`src/dcr_pkg.sv`:
```
// Package with register addresses, field positions and reset values of the drive command map.
package dcr_pkg;

	// ----------------------------------------
	// Register addresses.
	// ----------------------------------------
	localparam logic [15:0] ADDR_CMD_WORD = 16'h2000;
	localparam logic [15:0] ADDR_FREQ_CMD = 16'h2001;
	localparam logic [15:0] ADDR_CTRL_WORD = 16'h2002;
	localparam logic [15:0] ADDR_STATUS = 16'h2100;
	// Group numbers from here upward are communication registers, not parameters.
	localparam logic [7:0] PARAM_GROUP_LIMIT = 8'h20;

	// ----------------------------------------
	// Command word field positions.
	// ----------------------------------------
	localparam int OP_LO = 0;
	localparam int DIR_LO = 4;
	localparam int ACC_LO = 6;
	localparam int STEP_LO = 8;
	localparam int SEL_EN_BIT = 12;
	localparam logic [1:0] OP_NONE = 2'h0;
	localparam logic [1:0] OP_STOP = 2'h1;
	localparam logic [1:0] OP_RUN = 2'h2;
	localparam logic [1:0] OP_INCH_RUN = 2'h3;
	localparam logic [1:0] DIR_NONE = 2'h0;
	localparam logic [1:0] DIR_FWD = 2'h1;
	localparam logic [1:0] DIR_REV = 2'h2;
	localparam logic [1:0] DIR_CHANGE = 2'h3;

	// ----------------------------------------
	// Control word bits and reset values.
	// ----------------------------------------
	localparam int CTRL_EXT_FAULT_BIT = 0;
	localparam int CTRL_RESET_BIT = 1;
	localparam int CTRL_BASE_BLOCK_BIT = 2;
	localparam logic [1:0] ACC_RST = 2'h0;
	localparam logic [3:0] STEP_RST = 4'h0;
	localparam logic [15:0] FREQ_RST = 16'h0000;
	localparam logic [15:0] DATA_ZERO = 16'h0000;

	// True when an address falls in the GGnn parameter space.
	function automatic logic is_param(input logic [15:0] addr);
		return addr[15:8] < PARAM_GROUP_LIMIT;
	endfunction

endpackage

```
`src/dcr_cmd_if.sv`:
```
// Interface carrying the decoded command word between decoder and register bank.
`timescale 1ns/1ps
interface dcr_cmd_if;
	logic [15:0] word;
	logic stop;
	logic run;
	logic inch_run;
	logic forward_dir;
	logic reverse_dir;
	logic dir_change;
	logic sel_en;
	logic [1:0] accel_sel;
	logic [3:0] step_sel;

	modport dec (input word, output stop, run, inch_run, forward_dir, reverse_dir, dir_change, sel_en,
		accel_sel, step_sel);
	modport bank (output word, input stop, run, inch_run, forward_dir, reverse_dir, dir_change, sel_en,
		accel_sel, step_sel);
endinterface

```
`src/dcr_cmd_decode.sv`:
```
// Combinational decoder of the 16-bit operation command word.
`timescale 1ns/1ps
module dcr_cmd_decode (
	dcr_cmd_if.dec cmd
);

	// ----------------------------------------
	// Field decode.
	// ----------------------------------------
	logic [1:0] op;
	logic [1:0] dir;

	// Splits the word into operation, direction and selection fields; bits 3-2 and 15-13 are ignored.
	always_comb begin
		op = cmd.word[dcr_pkg::OP_LO +: 2];
		dir = cmd.word[dcr_pkg::DIR_LO +: 2];
		cmd.stop = (op == dcr_pkg::OP_STOP);
		cmd.run = (op == dcr_pkg::OP_RUN) || (op == dcr_pkg::OP_INCH_RUN);
		cmd.inch_run = (op == dcr_pkg::OP_INCH_RUN);
		cmd.forward_dir = (dir == dcr_pkg::DIR_FWD);
		cmd.reverse_dir = (dir == dcr_pkg::DIR_REV);
		cmd.dir_change = (dir == dcr_pkg::DIR_CHANGE);
		cmd.accel_sel = cmd.word[dcr_pkg::ACC_LO +: 2];
		cmd.step_sel = cmd.word[dcr_pkg::STEP_LO +: 4];
		cmd.sel_en = cmd.word[dcr_pkg::SEL_EN_BIT];
	end

endmodule // dcr_cmd_decode

```
`src/dcr_reg_bank.sv`:
```
// Communication register bank of the drive: command, frequency, control and status words.
`timescale 1ns/1ps
module dcr_reg_bank (
	input wire logic i_clk,
	input wire logic i_rst_n,
	input wire logic i_wr_en,
	input wire logic i_rd_en,
	input wire logic [15:0] i_addr,
	input wire logic [15:0] i_wdata,
	input wire logic [15:0] i_param_rdata,
	input wire logic [7:0] i_warn_code,
	input wire logic [7:0] i_fault_code,
	output logic [15:0] o_rdata,
	output logic o_rd_valid,
	output logic o_param_wr,
	output logic o_param_rd,
	output logic [7:0] o_param_group,
	output logic [7:0] o_param_num,
	output logic [15:0] o_param_wdata,
	output logic o_stop,
	output logic o_run,
	output logic o_inch_run,
	output logic o_dir_reverse,
	output logic [1:0] o_accel_sel,
	output logic [3:0] o_step_sel,
	output logic [15:0] o_freq_cmd,
	output logic o_ext_fault,
	output logic o_fault_reset,
	output logic o_base_block
);

	// ----------------------------------------
	// Command decoder.
	// ----------------------------------------
	dcr_cmd_if cmd ();

	assign cmd.word = i_wdata;

	dcr_cmd_decode u_dec (
		.cmd(cmd)
	);

	// ----------------------------------------
	// Register state.
	// ----------------------------------------
	logic wr_cmd;
	logic wr_freq;
	logic wr_ctrl;
	logic [15:0] rdata_q, rdata_d;
	logic rd_valid_q, rd_valid_d;
	logic param_wr_q, param_wr_d;
	logic param_rd_q, param_rd_d;
	logic [7:0] group_q, group_d;
	logic [7:0] num_q, num_d;
	logic [15:0] pdata_q, pdata_d;
	logic stop_q, stop_d;
	logic run_q, run_d;
	logic inch_q, inch_d;
	logic rev_q, rev_d;
	logic [1:0] accel_q, accel_d;
	logic [3:0] step_q, step_d;
	logic [15:0] freq_q, freq_d;
	logic ext_fault_q, ext_fault_d;
	logic freset_q, freset_d;
	logic bblock_q, bblock_d;

	assign wr_cmd = i_wr_en && (i_addr == dcr_pkg::ADDR_CMD_WORD);
	assign wr_freq = i_wr_en && (i_addr == dcr_pkg::ADDR_FREQ_CMD);
	assign wr_ctrl = i_wr_en && (i_addr == dcr_pkg::ADDR_CTRL_WORD);

	// Computes next register values; run, inch run, stop, fault reset, read valid and parameter strobes are one-cycle events, the rest are held levels.
	always_comb begin
		// Parameter space access splits the address into group and number.
		param_wr_d = i_wr_en && dcr_pkg::is_param(i_addr);
		param_rd_d = i_rd_en && dcr_pkg::is_param(i_addr);
		group_d = group_q;
		num_d = num_q;
		pdata_d = pdata_q;
		if ((i_wr_en || i_rd_en) && dcr_pkg::is_param(i_addr)) begin
			group_d = i_addr[15:8];
			num_d = i_addr[7:0];
			pdata_d = i_wr_en ? i_wdata : pdata_q;
		end
		// Read answer: status word, parameter data, or zero for write-only and unmapped addresses.
		rd_valid_d = i_rd_en;
		rdata_d = rdata_q;
		if (i_rd_en) begin
			if (i_addr == dcr_pkg::ADDR_STATUS) begin
				rdata_d = {i_warn_code, i_fault_code};
			end else if (dcr_pkg::is_param(i_addr)) begin
				rdata_d = i_param_rdata;
			end else begin
				rdata_d = dcr_pkg::DATA_ZERO;
			end
		end
		// Command word events and held selections.
		stop_d = wr_cmd && cmd.stop;
		run_d = wr_cmd && cmd.run;
		inch_d = wr_cmd && cmd.inch_run;
		rev_d = rev_q;
		accel_d = accel_q;
		step_d = step_q;
		if (wr_cmd) begin
			if (cmd.forward_dir) begin
				rev_d = 1'b0;
			end else if (cmd.reverse_dir) begin
				rev_d = 1'b1;
			end else if (cmd.dir_change) begin
				rev_d = !rev_q;
			end
			if (cmd.sel_en) begin
				accel_d = cmd.accel_sel;
				step_d = cmd.step_sel;
			end
		end
		// Frequency command in hundredths of a hertz.
		freq_d = wr_freq ? i_wdata : freq_q;
		// Control word; reserved bits 3 to 15 are dropped.
		ext_fault_d = wr_ctrl ? i_wdata[dcr_pkg::CTRL_EXT_FAULT_BIT] : ext_fault_q;
		freset_d = wr_ctrl && i_wdata[dcr_pkg::CTRL_RESET_BIT];
		bblock_d = wr_ctrl ? i_wdata[dcr_pkg::CTRL_BASE_BLOCK_BIT] : bblock_q;
	end

	// Registers all state with a synchronous active-low reset.
	always_ff @(posedge i_clk) begin
		if (!i_rst_n) begin
			rdata_q <= dcr_pkg::DATA_ZERO;
			rd_valid_q <= 1'b0;
			param_wr_q <= 1'b0;
			param_rd_q <= 1'b0;
			group_q <= 8'h00;
			num_q <= 8'h00;
			pdata_q <= dcr_pkg::DATA_ZERO;
			stop_q <= 1'b0;
			run_q <= 1'b0;
			inch_q <= 1'b0;
			rev_q <= 1'b0;
			accel_q <= dcr_pkg::ACC_RST;
			step_q <= dcr_pkg::STEP_RST;
			freq_q <= dcr_pkg::FREQ_RST;
			ext_fault_q <= 1'b0;
			freset_q <= 1'b0;
			bblock_q <= 1'b0;
		end else begin
			rdata_q <= rdata_d;
			rd_valid_q <= rd_valid_d;
			param_wr_q <= param_wr_d;
			param_rd_q <= param_rd_d;
			group_q <= group_d;
			num_q <= num_d;
			pdata_q <= pdata_d;
			stop_q <= stop_d;
			run_q <= run_d;
			inch_q <= inch_d;
			rev_q <= rev_d;
			accel_q <= accel_d;
			step_q <= step_d;
			freq_q <= freq_d;
			ext_fault_q <= ext_fault_d;
			freset_q <= freset_d;
			bblock_q <= bblock_d;
		end
	end

	// Outputs come straight from the registers.
	assign o_rdata = rdata_q;
	assign o_rd_valid = rd_valid_q;
	assign o_param_wr = param_wr_q;
	assign o_param_rd = param_rd_q;
	assign o_param_group = group_q;
	assign o_param_num = num_q;
	assign o_param_wdata = pdata_q;
	assign o_stop = stop_q;
	assign o_run = run_q;
	assign o_inch_run = inch_q;
	assign o_dir_reverse = rev_q;
	assign o_accel_sel = accel_q;
	assign o_step_sel = step_q;
	assign o_freq_cmd = freq_q;
	assign o_ext_fault = ext_fault_q;
	assign o_fault_reset = freset_q;
	assign o_base_block = bblock_q;
endmodule // dcr_reg_bank

```
`config.mk`:
```
export PLATFORM = sky130hd
export DESIGN_NAME = dcr_reg_bank
export DESIGN_NICKNAME = d
export VERILOG_FILES = /design/src/dcr_pkg.sv /design/src/dcr_cmd_if.sv /design/src/dcr_cmd_decode.sv /design/src/dcr_reg_bank.sv
export SDC_FILE = /design/constraint.sdc
export NUM_CORES = 1
export LEC_CHECK = 0
export BUFFER_PORTS_ARGS = -buffer_cell sky130_fd_sc_hd__buf_2
export CAP_MARGIN = 30
export CORE_UTILIZATION = 29
export DETAILED_ROUTE_END_ITERATION = 10
export MAX_ROUTING_LAYER = met4
export SETUP_SLACK_MARGIN = 0.02
export SLEW_MARGIN = 25
export SYNTH_ARGS = -nofsm -noshare
export SYNTH_HDL_FRONTEND = slang
export SYNTH_HIERARCHICAL = 1
export SYNTH_SLANG_ARGS = --single-unit
```
`constraint.sdc`:
```
create_clock -name i_clk -period 5.6 [get_ports i_clk]
set_input_delay 0.56 -clock i_clk [delete_from_list [all_inputs] [get_ports i_clk]]
set_output_delay 0.56 -clock i_clk [all_outputs]
set_load 0.005 [all_outputs]
```
==> out/qor.txt <==
result of the run: complete, no violations
largest buffer count on any clock path: 2
final-report hold violation count: 0
placer's final routability congestion estimate: 0.8205
Critical Path Sink Type: flip-flop
number of pins exceeding their max-slew limit in the final report: 0
wirelength, routed: 9278 um
setup repair after global routing missed its margin: no
Core Box Area: 10460 um2
post-synthesis simple-gate area fraction: 23.55%
layout cell share with drive strength beyond 1: 35.35%
area share of the largest cell type after synthesis: 50.65%
register clock-pin slew on the reported worst setup and hold paths: 0.09 ns
Setup CP Type: input pin to flip-flop
max-capacitance violation count: 0
routed wirelength normalized by instance count: 14.32 um
largest family of logic cells by synthesized area: simple AND/OR/NAND/NOR gates
Static Leak: 1.833 nW
via count of the first global-routing pass: 2853
setup bufs post-CTS: 0
initial antenna violation count: 0
number of buffers created by CTS: 9
kind of start point of the critical path: input pin
Post-Syn Area per Cell: 8.365 um2
setup ws final: 3.202 ns
Die Span Y: 106.4 um
total via count in the routed design: 3062
ratio of total power to cell area: 279.0 nW/um2
Vias per Instance: 4.725
largest fanout on the critical path: 16
FF+latch count, synth: 80
first-pass iteration count of the detailed router: 4
detailed placer's ending HPWL: 6773 um
Setup violations, final: 0
worst max-slew margin expressed relative to the limit: 53.75%
biggest area consumer among synthesized cells: sky130_fd_sc_hd__dfxtp_1
number of antenna repair diodes: 0
DRC marker count from the first detailed-route iteration: 87
Total Neg Setup Slack: 0 ns
count of standard-cell rows: 37
Clock H-tree levels: 3
placed cells: 630
number of synthesis warnings: 6
share of the synthesized area in compound gates (AO/OA/AOI/OAI): 15.31%
Data arrival, critical path: 2.68 ns
net switching share of the total power: 23.93%
main area contributors after synthesis: sky130_fd_sc_hd__dfxtp_1 51%, sky130_fd_sc_hd__nand2_1 12%, sky130_fd_sc_hd__a21oi_1 7.4%
Reg power frac: 50.2%
worst-margin pin slew: 0.6937 ns
Required @ worst endpoint: 5.88 ns
hold bufs inserted after CTS: 0
Setup Skew: 0 ns
Clk Tree Root Cell: sky130_fd_sc_hd__clkbuf_8
width of the chip: 106.4 um
share of power burned in the clock network: 41.8%
part of the Yosys area used for sequential elements: 50.65%
Final min period: 2.398 ns
number of nets in the synthesized netlist: 446
overall routing resource usage: 17.11%
pre-CTS setup slack: 2.840 ns
maximum number of pins on one net before global-route repair: 45
highest clock rate: 416.9 MHz
adder and majority cell fraction of the synthesized area: 0%
number of instances resized during post-cts repair: 0
cell-internal power: 887.3 uW
post-synthesis instance area: 3162 um2
xor/xnor cell area share of the yosys netlist: 0%
area enclosed by the die boundary: 11320 um2
fraction of synthesized area in multiplexers: 5.065%
clock tree from TritonCTS: yes
effective utilization at floorplan: 30.22%
# nets final: 575
share of the clock period used by the worst path after layout: 42.83%
number of clock sinks: 80
I/O pin total: 148
path class of the lowest-slack min-delay path: input pin to flip-flop
Gate Count Post-Synth: 378
Congestion Overflow GR: 0
residual DRC count: 0
fillcell total: 1125
Peak VDD IR: 0.1407 mV
clock network latency to the later pin of the worst-skew pair: 0.34 ns
number of distinct library cells after synthesis: 36
antenna violation net count after detailed routing: 0
part of the total power dissipated in combinational logic: 8.0%
switching pwr: 279.2 uW
global-route wire length before repair: 14610 um
Area Growth Syn to Fin: 32.25%
number of port buffers: 147
non-filler instance count after layout: 648
[layout by cell type (no fill, tap or decap), drive strengths merged]
cell    Yosys  layout
and3        7       7
clkinv      1       2
nand2b      1       1
and2b       1       1
or2         1       1
nand3b      1       1
a211oi      1       1
mux2i      16      16
o21a        1       1
o21ai      30      30
a31oi      12      12
nor4        2       2
nor2        3       3
or4         4       4
a31o        1       1
nor2b       4       4
and2       10      10
buf        13     153
dfxtp      80      80
nand3      13      13
or4b        2       2
a21oi      47      47
bufinv      0       2
nand2     101     101
clkbuf     22      11
nor3b       1       1
nor3        2       2
inv         1       3
[area by class of cell]
type | count | area [um2] | area share, %
Sequential cell | 80 | 1602 | 38.30
Multi-Input combinational cell | 261 | 1394 | 33.33
Inverter | 2 | 7.507 | 0.1795
Clock buffer | 11 | 141.4 | 3.381
Timing Repair Buffer | 153 | 780.7 | 18.67
Tap cell | 136 | 170.2 | 4.069
Clock inverter | 5 | 86.33 | 2.065
[flip-flops by register name, summed over array words and instances, names as in the netlist, 2 cells and up]
register	cells
o_accel_sel	2
o_freq_cmd	16
o_param_group	8
o_param_num	8
o_param_wdata	16
o_rdata	16
o_step_sel	4
[worst paths after layout]
kind,from,to,slack [ns],cells past startpoint
max reg2reg,o_dir_reverse$_SDFFE_PN0P_,o_dir_reverse$_SDFFE_PN0P_,4.74,2
min reg2reg,o_freq_cmd[1]$_SDFFE_PN0P_,o_freq_cmd[1]$_SDFFE_PN0P_,0.45,2
min,i_addr[3],o_param_num[3]$_SDFFE_PN0P_,0.44,3
max,i_addr[5],o_base_block$_SDFFE_PN0P_,3.20,5
[worst max-delay path, cell delays in order]
cell and delay [ns]:
sky130_fd_sc_hd__buf_2 0.10, sky130_fd_sc_hd__or4_4 0.57, sky130_fd_sc_hd__or4_1 0.88, sky130_fd_sc_hd__nor3b_4 0.35, sky130_fd_sc_hd__mux2i_1 0.21
[routing by layer]
| metal | share of wire (%) | up-vias | track usage, % |
|---|---|---|---|
| met5 | 0 | - | - |
| met4 | 1.3 | 0 | 6.164 |
| met3 | 5.7 | 11 | 3.372 |
| met2 | 46 | 116 | 26.90 |
| met1 | 47 | 1410 | 21.84 |
| li1 | - | 1525 | - |
[stage by stage]
step | hold slack, ns | area, um2 | utilization [%] | power, mW
3_5_place_dp | 0.4438 | 3939 | 37.65 | 0.6924
6_report | 0.4445 | 4182 | 39.97 | 1.166
2_1_floorplan | 0.4511 | 3162 | - | 0.6428
4_1_cts | 0.4378 | 4167 | 39.82 | 1.178
3_3_place_gp | 0.4408 | 3931 | 37.57 | 0.6898
5_1_grt | 0.4235 | 4182 | 39.97 | 1.218
[power by group through the flow]
stage	Clock [mW]	Sequential (mW)	Combinational [mW]
global route	0.527	0.587	0.104
finish	0.488	0.586	0.0929
CTS	0.498	0.586	0.0936
detailed placement	0	0.599	0.0933
floorplan	0	0.600	0.0428
global placement	0	0.599	0.0910
[cell families (layout without fill, tap and decap cells)]
| group | Yosys count | in the layout |
|---|---|---|
| simple gates | 153 | 153 |
| compound gates | 92 | 92 |
| flops | 80 | 80 |
| buf+inv | 37 | 171 |
| mux | 16 | 16 |
[Yosys cell counts]
| cell | count |
|---|---|
| sky130_fd_sc_hd__nand2_1 | 101 |
| sky130_fd_sc_hd__dfxtp_1 | 80 |
| sky130_fd_sc_hd__a21oi_1 | 47 |
| sky130_fd_sc_hd__clkbuf_1 | 22 |
| sky130_fd_sc_hd__mux2i_1 | 16 |
| sky130_fd_sc_hd__o21ai_0 | 16 |
| sky130_fd_sc_hd__o21ai_1 | 14 |
| sky130_fd_sc_hd__nand3_1 | 13 |
| sky130_fd_sc_hd__a31oi_1 | 12 |
| sky130_fd_sc_hd__and2_1 | 9 |
| sky130_fd_sc_hd__and3_1 | 7 |
| sky130_fd_sc_hd__buf_4 | 7 |
| sky130_fd_sc_hd__buf_2 | 5 |
| sky130_fd_sc_hd__nor2b_1 | 4 |
| sky130_fd_sc_hd__nor2_1 | 2 |
| sky130_fd_sc_hd__or4_1 | 2 |
| sky130_fd_sc_hd__or4_4 | 2 |
| sky130_fd_sc_hd__a211oi_1 | 1 |
| sky130_fd_sc_hd__a31o_2 | 1 |
| sky130_fd_sc_hd__and2_2 | 1 |
| sky130_fd_sc_hd__and2b_2 | 1 |
| sky130_fd_sc_hd__buf_1 | 1 |
| sky130_fd_sc_hd__clkinv_1 | 1 |
| sky130_fd_sc_hd__inv_1 | 1 |
| sky130_fd_sc_hd__nand2b_1 | 1 |
| sky130_fd_sc_hd__nand3b_1 | 1 |
| sky130_fd_sc_hd__nor2_2 | 1 |
| sky130_fd_sc_hd__nor3_1 | 1 |
| sky130_fd_sc_hd__nor3_2 | 1 |
| sky130_fd_sc_hd__nor3b_4 | 1 |
| sky130_fd_sc_hd__nor4_2 | 1 |
| sky130_fd_sc_hd__nor4_4 | 1 |
| sky130_fd_sc_hd__o21a_1 | 1 |
| sky130_fd_sc_hd__or2_2 | 1 |
| sky130_fd_sc_hd__or4b_1 | 1 |
| sky130_fd_sc_hd__or4b_2 | 1 |
Power figures use the tool's default switching activity.
